<file path="src/accel_fmt_defs.svh">
`ifndef ACCEL_FMT_DEFS_SVH
`define ACCEL_FMT_DEFS_SVH

// Register offsets on the plain register port (byte addresses)
`define OFS_DECIMATION 8'h00
`define OFS_AVERAGING 8'h04
`define OFS_X_UPPER 8'h08
`define OFS_Y_UPPER 8'h0C
`define OFS_Z_UPPER 8'h10
`define OFS_X_EXT 8'h14
`define OFS_Y_EXT 8'h18
`define OFS_Z_EXT 8'h1C
`define OFS_BURST 8'h20
`define OFS_STATUS 8'h24

// Reset values
`define DECIMATION_RESET 16'h0000
`define AVERAGING_RESET 3'h0

// Field layout of the status register
`define STATUS_WIDTH_LSB 0
`define STATUS_WIDTH_MSB 5
`define STATUS_NEW_BIT 8

// Widths of the result and number of axes
`define BASE_WIDTH 6'h14
`define UPPER_BITS 16
`define COMBINED_BITS 32
`define AXIS_COUNT 3

`endif

</file>
<file path="src/accel_fmt_pkg.sv">
package accel_fmt_pkg;

    typedef logic [5:0] width_t;

    typedef enum logic [2:0]
    {
        BURST_X = 3'h1,
        BURST_Y = 3'h2,
        BURST_Z = 3'h4
    } burst_sel_t;

endpackage

</file>
<file path="src/fmt_if.sv">
`timescale 1ns/1ps

interface fmt_if
    import accel_fmt_pkg::*;
#(
    parameter int ACC_W = 50
);
    logic load;
    logic [ACC_W-1:0] result;
    width_t width;
    logic [15:0] upper;
    logic [15:0] extension;

    modport source (output load, output result, output width,
                    input upper, input extension);
    modport sink (input load, input result, input width,
                  output upper, output extension);
endinterface

</file>
<file path="src/width_calc.sv">
`timescale 1ns/1ps
`include "accel_fmt_defs.svh"

module width_calc
    import accel_fmt_pkg::*;
(
    // Clock and reset
    input wire logic core_clk,
    input wire logic resetn,
    // Filter settings
    input wire logic [15:0] decimation_setting,
    input wire logic [2:0] averaging_filter_setting,
    // Significant width of the result
    output width_t sig_width
);

    // Smallest n with 2**n >= v; rounds up so odd sums never overflow
    function automatic logic [4:0] ceil_log2(input logic [16:0] v);
        logic [4:0] n;
        n = 5'h0;
        for (int i = 0; i < 17; i++)
        begin
            if ((17'h1 << i) < v)
            begin
                n = 5'(i + 1);
            end
        end
        return n;
    endfunction

    wire [16:0] dec_terms = {1'b0, decimation_setting} + 17'h1;
    wire [5:0] dec_growth = {1'b0, ceil_log2(dec_terms)};
    wire [5:0] avg_growth = {3'h0, averaging_filter_setting};
    wire [5:0] next_width = `BASE_WIDTH + dec_growth + avg_growth
                            + avg_growth;

    always_ff @(posedge core_clk or negedge resetn)
    begin
        if (!resetn)
            sig_width <= `BASE_WIDTH;
        else
            sig_width <= next_width;
    end

endmodule

</file>
<file path="src/axis_formatter.sv">
`timescale 1ns/1ps
`include "accel_fmt_defs.svh"

module axis_formatter
    import accel_fmt_pkg::*;
#(
    parameter int ACC_W = 50
)
(
    // Clock and reset
    input wire logic core_clk,
    input wire logic resetn,
    // Result in, formatted words out
    fmt_if.sink fmt
);

    // Left-justify the significant bits at the top of the accumulator
    wire [5:0] shift = 6'(ACC_W) - fmt.width;
    wire [ACC_W-1:0] aligned = fmt.result << shift;
    wire [`COMBINED_BITS-1:0] combined =
        aligned[ACC_W-1 -: `COMBINED_BITS];

    always_ff @(posedge core_clk or negedge resetn)
    begin
        if (!resetn)
        begin
            fmt.upper <= 16'h0000;
            fmt.extension <= 16'h0000;
        end
        else if (fmt.load)
        begin
            fmt.upper <= combined[31:16];
            fmt.extension <= combined[15:0];
        end
    end

endmodule

</file>
<file path="src/accel_output_width_formatter.sv">
// Implementation choices: the register offsets and strobed register access.
`timescale 1ns/1ps
`include "accel_fmt_defs.svh"

module accel_output_width_formatter
    import accel_fmt_pkg::*;
#(
    parameter int SAMPLE_W = 20,
    parameter int ACC_W = 50
)
(
    // Clock and reset
    input wire logic core_clk,
    input wire logic resetn,
    // Register port
    input wire logic [7:0] reg_addr,
    input wire logic [15:0] reg_wdata,
    input wire logic reg_wr,
    input wire logic reg_rd,
    output logic [15:0] reg_rdata,
    // Raw accelerometer samples
    input wire logic sample_valid,
    input wire logic [SAMPLE_W-1:0] sample_x,
    input wire logic [SAMPLE_W-1:0] sample_y,
    input wire logic [SAMPLE_W-1:0] sample_z,
    // Result strobe and width
    output logic result_valid,
    output width_t result_width
);

    localparam int AXES = `AXIS_COUNT;

    // Software settings
    logic [15:0] decimation_setting;
    logic [2:0] averaging_filter_setting;

    // Stage counters, shared by all axes
    logic [15:0] dec_cnt;
    logic [7:0] avg1_cnt;
    logic [7:0] avg2_cnt;

    // Stage valid strobes
    logic dec_valid;
    logic avg1_valid;
    logic avg2_valid;

    // Burst pointer and new data flag
    burst_sel_t burst_sel;
    logic new_data;

    // Per axis data
    logic [SAMPLE_W-1:0] raw [AXES];
    logic [ACC_W-1:0] dec_acc [AXES];
    logic [ACC_W-1:0] dec_out [AXES];
    logic [ACC_W-1:0] avg1_acc [AXES];
    logic [ACC_W-1:0] avg1_out [AXES];
    logic [ACC_W-1:0] avg2_acc [AXES];
    logic [ACC_W-1:0] avg2_out [AXES];
    logic [ACC_W-1:0] dec_sum [AXES];
    logic [ACC_W-1:0] avg1_sum [AXES];
    logic [ACC_W-1:0] avg2_sum [AXES];

    width_t sig_width;

    fmt_if #(.ACC_W(ACC_W)) fmt [AXES] ();

    assign raw[0] = sample_x;
    assign raw[1] = sample_y;
    assign raw[2] = sample_z;

    // Register decode
    wire wr_dec = reg_wr && (reg_addr == `OFS_DECIMATION);
    wire wr_avg = reg_wr && (reg_addr == `OFS_AVERAGING);
    wire rd_burst = reg_rd && (reg_addr == `OFS_BURST);
    wire rd_status = reg_rd && (reg_addr == `OFS_STATUS);

    // A new setting flushes partial sums so no result mixes two widths
    wire restart = wr_dec || wr_avg;

    // stage length two to the N
    wire [7:0] avg_last = 8'((9'h001 << averaging_filter_setting) - 9'h001);

    // decimation stage ends after N plus one
    wire dec_done = sample_valid && (dec_cnt == decimation_setting);
    wire avg1_done = dec_valid && (avg1_cnt == avg_last);
    wire avg2_done = avg1_valid && (avg2_cnt == avg_last);

    always_ff @(posedge core_clk or negedge resetn)
    begin
        if (!resetn)
        begin
            decimation_setting <= `DECIMATION_RESET;
            averaging_filter_setting <= `AVERAGING_RESET;
        end
        else
        begin
            if (wr_dec)
                decimation_setting <= reg_wdata;
            if (wr_avg)
                averaging_filter_setting <= reg_wdata[2:0];
        end
    end

    always_ff @(posedge core_clk or negedge resetn)
    begin
        if (!resetn)
        begin
            dec_cnt <= 16'h0000;
            avg1_cnt <= 8'h00;
            avg2_cnt <= 8'h00;
        end
        else if (restart)
        begin
            dec_cnt <= 16'h0000;
            avg1_cnt <= 8'h00;
            avg2_cnt <= 8'h00;
        end
        else
        begin
            if (sample_valid)
                dec_cnt <= dec_done ? 16'h0000 : dec_cnt + 16'h0001;
            if (dec_valid)
                avg1_cnt <= avg1_done ? 8'h00 : avg1_cnt + 8'h01;
            if (avg1_valid)
                avg2_cnt <= avg2_done ? 8'h00 : avg2_cnt + 8'h01;
        end
    end

    always_ff @(posedge core_clk or negedge resetn)
    begin
        if (!resetn)
        begin
            dec_valid <= 1'b0;
            avg1_valid <= 1'b0;
            avg2_valid <= 1'b0;
            result_valid <= 1'b0;
        end
        else
        begin
            dec_valid <= dec_done && !restart;
            avg1_valid <= avg1_done && !restart;
            avg2_valid <= avg2_done && !restart;
            result_valid <= avg2_valid && !restart;
        end
    end

    genvar a;
    generate
        for (a = 0; a < AXES; a++)
        begin : g_axis
            assign dec_sum[a] = dec_acc[a]
                + {{(ACC_W-SAMPLE_W){raw[a][SAMPLE_W-1]}}, raw[a]};
            assign avg1_sum[a] = avg1_acc[a] + dec_out[a];
            assign avg2_sum[a] = avg2_acc[a] + avg1_out[a];

            always_ff @(posedge core_clk or negedge resetn)
            begin
                if (!resetn)
                begin
                    dec_acc[a] <= '0;
                    dec_out[a] <= '0;
                end
                else if (restart)
                    dec_acc[a] <= '0;
                else if (sample_valid)
                begin
                    dec_acc[a] <= dec_done ? '0 : dec_sum[a];
                    dec_out[a] <= dec_sum[a];
                end
            end

            always_ff @(posedge core_clk or negedge resetn)
            begin
                if (!resetn)
                begin
                    avg1_acc[a] <= '0;
                    avg1_out[a] <= '0;
                end
                else if (restart)
                    avg1_acc[a] <= '0;
                else if (dec_valid)
                begin
                    avg1_acc[a] <= avg1_done ? '0 : avg1_sum[a];
                    avg1_out[a] <= avg1_sum[a];
                end
            end

            always_ff @(posedge core_clk or negedge resetn)
            begin
                if (!resetn)
                begin
                    avg2_acc[a] <= '0;
                    avg2_out[a] <= '0;
                end
                else if (restart)
                    avg2_acc[a] <= '0;
                else if (avg1_valid)
                begin
                    avg2_acc[a] <= avg2_done ? '0 : avg2_sum[a];
                    avg2_out[a] <= avg2_sum[a];
                end
            end

            assign fmt[a].load = avg2_valid && !restart;
            assign fmt[a].result = avg2_out[a];
            assign fmt[a].width = sig_width;

            axis_formatter #(.ACC_W(ACC_W)) u_fmt
            (
                .core_clk(core_clk),
                .resetn(resetn),
                .fmt(fmt[a])
            );
        end
    endgenerate

    width_calc u_width
    (
        .core_clk(core_clk),
        .resetn(resetn),
        .decimation_setting(decimation_setting),
        .averaging_filter_setting(averaging_filter_setting),
        .sig_width(sig_width)
    );

    // Width of the words now held, caught with each result
    always_ff @(posedge core_clk or negedge resetn)
    begin
        if (!resetn)
            result_width <= `BASE_WIDTH;
        else if (avg2_valid && !restart)
            result_width <= sig_width;
    end

    // Set wins over the clear by a status read
    always_ff @(posedge core_clk or negedge resetn)
    begin
        if (!resetn)
            new_data <= 1'b0;
        else if (result_valid)
            new_data <= 1'b1;
        else if (rd_status)
            new_data <= 1'b0;
    end

    always_ff @(posedge core_clk or negedge resetn)
    begin
        if (!resetn)
            burst_sel <= BURST_X;
        else if (rd_burst)
        begin
            unique case (burst_sel)
                BURST_X: burst_sel <= BURST_Y;
                BURST_Y: burst_sel <= BURST_Z;
                BURST_Z: burst_sel <= BURST_X;
                default: burst_sel <= BURST_X;
            endcase
        end
    end

    wire [15:0] burst_word =
        (burst_sel == BURST_Y) ? fmt[1].upper :
        (burst_sel == BURST_Z) ? fmt[2].upper : fmt[0].upper;

    wire [15:0] status_word = {7'h00, new_data, 2'h0, result_width};

    wire [15:0] read_mux =
        (reg_addr == `OFS_DECIMATION) ? decimation_setting :
        (reg_addr == `OFS_AVERAGING) ? {13'h0000, averaging_filter_setting} :
        (reg_addr == `OFS_X_UPPER) ? fmt[0].upper :
        (reg_addr == `OFS_Y_UPPER) ? fmt[1].upper :
        (reg_addr == `OFS_Z_UPPER) ? fmt[2].upper :
        (reg_addr == `OFS_X_EXT) ? fmt[0].extension :
        (reg_addr == `OFS_Y_EXT) ? fmt[1].extension :
        (reg_addr == `OFS_Z_EXT) ? fmt[2].extension :
        (reg_addr == `OFS_BURST) ? burst_word :
        (reg_addr == `OFS_STATUS) ? status_word : 16'h0000;

    // Read data stands only in the cycle after the strobe
    always_ff @(posedge core_clk or negedge resetn)
    begin
        if (!resetn)
            reg_rdata <= 16'h0000;
        else
            reg_rdata <= reg_rd ? read_mux : 16'h0000;
    end

endmodule

</file>
<file path="config.mk">
export PLATFORM = sky130hd
export DESIGN_NAME = accel_output_width_formatter
export DESIGN_NICKNAME = d
export VERILOG_FILES = /design/src/accel_fmt_pkg.sv /design/src/fmt_if.sv /design/src/width_calc.sv /design/src/axis_formatter.sv /design/src/accel_output_width_formatter.sv
export VERILOG_INCLUDE_DIRS = /design/src /design/src/src
export SDC_FILE = /design/constraint.sdc
export NUM_CORES = 2
export LEC_CHECK = 0
export ABC_AREA = 1
export BUFFER_PORTS_ARGS = -buffer_cell sky130_fd_sc_hd__buf_4
export CORE_AREA = 2 2 470 472
export DETAILED_ROUTE_END_ITERATION = 10
export DIE_AREA = 0 0 472 474
export PLACE_DENSITY = 0.54
export REMOVE_ABC_BUFFERS = 1
export SLEW_MARGIN = 20
export SYNTH_ARGS = -nofsm -noshare
export SYNTH_HDL_FRONTEND = slang
export SYNTH_SLANG_ARGS = --single-unit
</file>
<file path="constraint.sdc">
create_clock -name core_clk -period 5.7 [get_ports core_clk]
set_clock_uncertainty 0.1 [all_clocks]
set_input_delay 0.855 -clock core_clk [delete_from_list [all_inputs] [get_ports core_clk]]
set_output_delay 0.855 -clock core_clk [all_outputs]
set_load 0.01 [all_outputs]
</file>
# Word-level counts from Yosys, hierarchy flattened
# Index checks and enable logic that the tools add are counted.
[word_totals]
rom_bits = 0
latchBits = 0
input_bits = 89
word_cells = 183
ramBits = 0
n_memories = 0
regBits = 1083
output_inout_bits = 23
[op_classes]
n_mux = 69
bitwise_logic = 1
reduce_logical = 21
order_cmp = 17
div_mod_pow = 0
shifts = 4
n_addsub = 18
multipliers = 0
n_eq_ne = 15
[op_table]
columns = ["op", "n"]
rows = [
  ["50-bit two-way mux", 27],
  ["50-bit adder", 9],
  ["16-bit two-way mux", 15],
  ["50-bit by 6-bit << shifter with 50-bit output", 3],
  ["5-bit two-way mux", 16],
  ["8-bit two-way mux", 6],
  ["8-bit by 5-bit == test with 1-bit output, second input constant", 4],
  ["16-bit by 1-bit adder with 17-bit output, second input constant", 1],
  ["1-bit by 17-bit < comparator with 1-bit output, first input constant", 1],
  ["10-bit by 17-bit < comparator with 1-bit output, first input constant", 1],
  ["11-bit by 17-bit < comparator with 1-bit output, first input constant", 1],
  ["12-bit by 17-bit < comparator with 1-bit output, first input constant", 1],
  ["13-bit by 17-bit < comparator with 1-bit output, first input constant", 1],
  ["14-bit by 17-bit < comparator with 1-bit output, first input constant", 1],
  ["15-bit by 17-bit < comparator with 1-bit output, first input constant", 1],
  ["16-bit by 17-bit < comparator with 1-bit output, first input constant", 1],
  ["17-bit < comparator, first input constant", 1],
  ["2-bit by 17-bit < comparator with 1-bit output, first input constant", 1],
  ["3-bit by 17-bit < comparator with 1-bit output, first input constant", 1],
  ["4-bit by 17-bit < comparator with 1-bit output, first input constant", 1],
  ["5-bit by 17-bit < comparator with 1-bit output, first input constant", 1],
  ["6-bit by 17-bit < comparator with 1-bit output, first input constant", 1],
  ["7-bit by 17-bit < comparator with 1-bit output, first input constant", 1],
  ["8-bit by 17-bit < comparator with 1-bit output, first input constant", 1],
  ["other kinds (26)", 48],
]

# Logic depth before layout (Yosys ltp)
[depth]
word_depth = 22
mapped_depth = 25
ltp_nobuf = 25

# Modules after synthesis
# A second synthesis with hierarchy kept.
[hier_totals]
cells_unflattened = 14239
hier_area_um2 = 88270.9
[modules_own_cells]
columns = ["module", "area_per_inst_um2", "instances", "seq_area_each_um2", "cells_per_inst"]
rows = [
  ["accel_output_width_formatter", 74606.6, 1, 24552.3, 11822],
  ["axis_formatter", 4139.0, 3, 800.8, 735],
  ["width_calc", 1247.4, 1, 152.6, 212],
]

# Least setup slack after synthesis
# OpenSTA, ideal clock, no wires.
[synth_path]
path_kind = "flip-flop to flip-flop"
from = "register decimation_setting[0]"
to = "register u_width.sig_width[4]"
setup_ps = 80
arrival_time_ps = 3137
path_buffers = 0
path_stages_with_launch = 20
synth_period_minus_slack_ps = 3317
required_time_ps = 5520
setup_slack_ps = 2383
path_cell_list = "dfrtp_1 > ha_1 > nand3_1 > nor2_1 > nand3_1 > nand2_1 > nand2_1 > nor2_1 > nand2_2 > nor2_4 > inv_1 > nor2_1 > nand2_1 > o21ai_0 > nand2_1 > ha_1 > inv_1 > ha_1 > fa_1 > xor2_1"
[synth_via]
elab_chain_len = 22
word_cells_on_any_way = 38
classes_between = "add/sub (4); order compare (17); mux (17)"
[synth_rtl]
columns = ["element", "line", "source"]
rows = [
  ["start: declaration", "accel_output_width_formatter.sv:34", "logic [15:0] decimation_setting;"],
  ["start signal: assignment", "accel_output_width_formatter.sv:92", "decimation_setting <= `DECIMATION_RESET;"],
  ["start signal: assignment", "accel_output_width_formatter.sv:98", "decimation_setting <= reg_wdata;"],
  ["16-bit by 1-bit adder with 17-bit output *", "width_calc.sv:31", "wire [16:0] dec_terms = {1'b0, decimation_setting} + 17'h1;"],
  ["1-bit by 17-bit < comparator with 1-bit output", "width_calc.sv:23", "if ((17'h1 << i) < v)"],
  ["1-bit two-way mux", "width_calc.sv:23", ""],
  ["5-bit two-way mux (15 in a row)", "width_calc.sv:23", ""],
  ["5-bit two-way mux *", "width_calc.sv:23", ""],
  ["5-bit by 5-bit adder with 6-bit output (no line) *", "-", ""],
  ["6-bit by 3-bit adder with 6-bit output (no line) * (2 in a row)", "-", ""],
  ["net u_width.next_width[4]", "width_calc.sv:34", "wire [5:0] next_width = `BASE_WIDTH + dec_growth + avg_growth"],
  ["end signal: assignment", "width_calc.sv:40", "sig_width <= `BASE_WIDTH;"],
  ["end signal: assignment", "width_calc.sv:42", "sig_width <= next_width;"],
  ["end: declaration", "width_calc.sv:14", "output width_t sig_width"],
]
# Mark *: on every way through the listed nets, which the timed path passes. The rest lies on a longest branch.
# A chain may end at the register's enable or synchronous reset.

# Worst setup path in the final report
# Ends and elaborated chain as after synthesis.

==> flow_metrics.py <==
metrics = {
    "floorplan": {
        "io_pins": 112,
        "start_util": 0.349,
        "design.core.area_um2": 219000,
        "dieArea_um2": 224000,
        "die_h_um": 474,
        "die_x_um": 472,
        "rows": 172,
    },
    "routing": {
        "drc": 0,
        "wl_per_cell_um": 19.4,
        "postRouteAntennaNets": 0,
        "totalWireLength_um": 268000,
        "vias_per_cell": 5.39,
        "dr.pass1.iters": 6,
        "dr_total_vias": 74244,
        "first_iter_violations": 6784,
    },
    "critical_path": {
        "worst-path-max-fanout": 8,
        "worstPathBufferInverterCount": 2,
        "critPathSlowestCell": "dfrtp_1",
        "cp_top_family": "simple AND/OR/NAND/NOR gates",
        "critPathLaunchType": "register",
        "cpPeakStageDelay_ns": 0.56,
        "crit_arrival_ns": 4.73,
        "critical_path_class": "reg -> reg",
        "crit_chain": "ha_1 -> nand3_1 -> nor2_1 -> nand3_1 -> nand2_1 -> nand2_1 -> nor2_1 -> nand2_2 -> nor2_4 -> inv_1 -> nor2_1 -> nand2_1 -> o21ai_0 -> nand2_1 -> ha_1 -> inv_1 -> ha_1 -> fa_1 -> xor2_1",
        "endpoint_kind": "register",
        "crit_path_frequent_cell": "nand2_1",
        "crit_required_ns": 6.30,
    },
    "synthesis": {
        "ys.flop_type": "dfrtp_1",
        "synthSimpleGateAreaFrac": 0.229,
        "synthMuxAreaShare": 0.0187,
        "syn_inst": 10836,
        "synth_top_family_by_area": "compound AO/OA/AOI/OAI gates",
        "synth_area_um2": 76300,
        "syn_avg_cell_area_um2": 7.04,
        "synth_edf_count": 0,
        "synth_compound_area_frac": 0.234,
        "synthDistinctLibCells": 67,
        "synthAdderAreaFrac": 0.0769,
        "async_flop_share": 1.00,
        "synth_xor_area_frac": 0.00838,
        "yosys_warnings": 0,
        "synth-seq-cells": 1083,
        "yosysSeqAreaShare": 0.355,
    },
    "finish": {
        "drive_above_1_share": 0.0597,
        "finalNetCount": 11345,
        "fillCellCount": 23075,
        "stdcell_area_um2": 84900,
        "syn_to_final_growth_pct": 11.2,
    },
    "placement": {
        "io_buffers": 111,
        "placed_cell_area_um2": 80100,
        "gp_congestion": 0.951,
        "dpl.hpwl_um": 204000,
        "dp_slack_ns": 0.559,
    },
    "pwr": {
        "comb_power_share": 0.360,
        "power_leakage_nw": 42.2,
        "p_per_area_nw_per_um2": 352,
        "p_clk_frac": 0.306,
        "power.share.switching": 0.400,
        "power_frac_seq": 0.335,
        "report.power.total_mw": 29.9,
        "p_int_mw": 17.9,
        "peakVddDrop_mv": 0.333,
        "switchingPower_mw": 12.0,
    },
    "min_path": {
        "min_path_type": "in -> async",
    },
    "cts": {
        "cts.sinks": 1083,
        "cts_tree": "done",
        "cts_buffer_depth": 3,
        "post_cts_buffers": 0,
        "postCtsHoldBufs": 0,
        "cts-root-buf": "clkbuf_16",
        "clock_latency_ns": 0.80,
        "cts.htree.levels": 4,
        "cts_resized": 0,
        "clkTransAtPathRegs_ns": 0.06,
        "cts_buffers": 135,
    },
    "global_route": {
        "grt_max_degree": 234,
        "use_met2": 0.363,
        "antenna_found_initial": 5,
        "grt_pass1_wl_um": 420000,
        "grt_util_all_layers": 0.235,
        "grt.busiest_layer": "met2",
        "globalRouteMet1Util": 0.344,
        "grt_overflow": 0,
        "grt_pass1_vias": 71739,
        "met3_usage": 0.0303,
    },
    "timing": {
        "period_share": 0.723,
        "min_period_ns": 4.12,
        "setup_viol": 0,
        "fmax_mhz": 243,
        "worstMarginPinSlew_ns": 1.04,
        "setup_tns_ns": 0,
        "worst_slack_ns": 1.58,
        "holdWs_ns": 0.0234,
        "slew_violations": 0,
        "rsz0062_at_grt": "false",
        "final-hold-violation-count": 0,
        "max_slew_margin": 0.304,
    },
    "status": {
        "status": "finished clean",
    },
    "flow_run": {
        "maxCapViolCount": 0,
    },
}
[worst register-to-register path: cells and delay by family, from the launching register on]
family	cells	cell delay (ns)
simple gates	11	1.61
fa+ha+maj	4	1.22
flops	1	0.56
compound gates	1	0.28
xor+xnor	1	0.16
buf+inv	2	0.13
[registers in the layout, indices dropped and copies added, names as in the netlist, 16 cells and up]
| name | count |
|---|---|
| decimation_setting | 16 |
| g_axis.u_fmt.fmt.extension | 48 |
| fmt.result | 150 |
| avg2_acc | 150 |
| dec_cnt | 16 |
| dec_acc | 150 |
| avg1_acc | 150 |
| reg_rdata | 16 |
| g_axis.u_fmt.fmt.upper | 48 |
| dec_out | 150 |
| avg1_out | 150 |
[cell families (layout without fill, tap and decap cells)]
family,count (synthesis),after routing
XOR/XNOR,73,73
adder cells (fa/ha/maj),463,463
flip-flops,1083,1083
AND/OR/NAND/NOR,4254,4254
buffers and inverters,1556,1618
other,0,1
multiplexers,142,142
AO/OA/AOI/OAI,3265,3265
[final cells by class]
| cell class | instances | area [um^2] | share of cell area |
|---|---|---|---|
| antenna | 1 | 2.50 | 0.0000295 |
| tap | 2871 | 3590 | 0.0423 |
| multi-input combinational | 8197 | 43300 | 0.511 |
| clock buffer | 186 | 3980 | 0.0469 |
| clock inverter | 56 | 719 | 0.00848 |
| sequential | 1083 | 27100 | 0.319 |
| inverter | 1180 | 4450 | 0.0524 |
| timing repair buffer | 196 | 1680 | 0.0198 |
[path summary, 6_finish.rpt]
kind	startpoint	endpoint	slack (ns)	depth (start not counted)
min	resetn	dec_acc[70]	0.02	1
max	decimation_setting[0]	u_width.sig_width[4]	1.58	19
max reg2reg	decimation_setting[0]	u_width.sig_width[4]	1.58	19
min in group core_clk	reg_wr	dec_valid	0.16	2
min reg2reg	dec_acc[94]	dec_acc[94]	0.39	2
max in group asynchronous	resetn	avg2_acc[112]	4.03	3
[per-stage QoR]
step	std cells	util
2_1_floorplan	10460	-
3_3_place_gp	13526	0.367
3_5_place_dp	13526	0.367
4_1_cts	13768	0.388
5_1_grt	13770	0.388
6_report	13770	0.388
[cell usage after synthesis (10+ instances only)]
cell type  instances  area (um^2)
a211oi_1          12         90.1
a21boi_0          18          135
a21o_1            54          405
a21oi_1          990         4950
a221oi_1          15          131
a22oi_1           28          210
a31oi_1          241         1510
a32o_1            12          120
and3_1            23          144
buf_1             33          124
buf_2             68          340
buf_4             10         75.1
clkbuf_1         264          991
dfrtp_1         1078        27000
fa_1              10          200
ha_1             453         5670
inv_1           1168         4380
mux2i_1          140         1400
nand2_1         2739        10300
nand3_1          400         2000
nand3b_1          13         97.6
nand4_1           61          382
nor2_1           726         2730
nor3_1            49          245
nor4_1            54          338
o2111ai_1         15          131
o211ai_1          77          578
o21a_1            64          480
o21ai_0         1578         7900
o21ai_1           27          135
o21bai_1          11         82.6
o221ai_1          28          245
o22ai_1           37          231
o311ai_0          10         87.6
o31ai_1           13         97.6
or2_2            163         1020
xor2_1            65          569
[placed cells by master, fill, tap and decap left out, types with 28 or more instances in the layout]
| cell | n |
|---|---|
| nand2_1 | 2738 |
| o21ai_0 | 1578 |
| inv_1 | 1164 |
| dfrtp_1 | 1077 |
| a21oi_1 | 990 |
| nor2_1 | 718 |
| ha_1 | 452 |
| nand3_1 | 400 |
| a31oi_1 | 241 |
| buf_4 | 179 |
| or2_2 | 163 |
| clkbuf_16 | 143 |
| mux2i_1 | 140 |
| o211ai_1 | 77 |
| xor2_1 | 64 |
| o21a_1 | 64 |
| nand4_1 | 61 |
| nor4_1 | 54 |
| a21o_1 | 54 |
| nor3_1 | 49 |
| o22ai_1 | 37 |
| o221ai_1 | 28 |
| a22oi_1 | 28 |
[power by group through the flow]
stage / clock network (mW) / registers, mW / logic [mW]
after floorplan: 0 / 9.51 / 7.78
after global placement: 0 / 10.1 / 10.5
after detailed placement: 0 / 10.1 / 10.6
after CTS: 9.37 / 10.0 / 10.6
after global routing: 9.69 / 10.1 / 12.2
final: 9.13 / 10.0 / 10.7
[routing by layer]
layer | wire, um | vias to the layer above
met4 | 6900 | 0
li1 | - | 36649
met1 | 130000 | 35209
met2 | 116000 | 2050
met5 | 0 | -
met3 | 15000 | 336
Power figures use the tool's default switching activity.
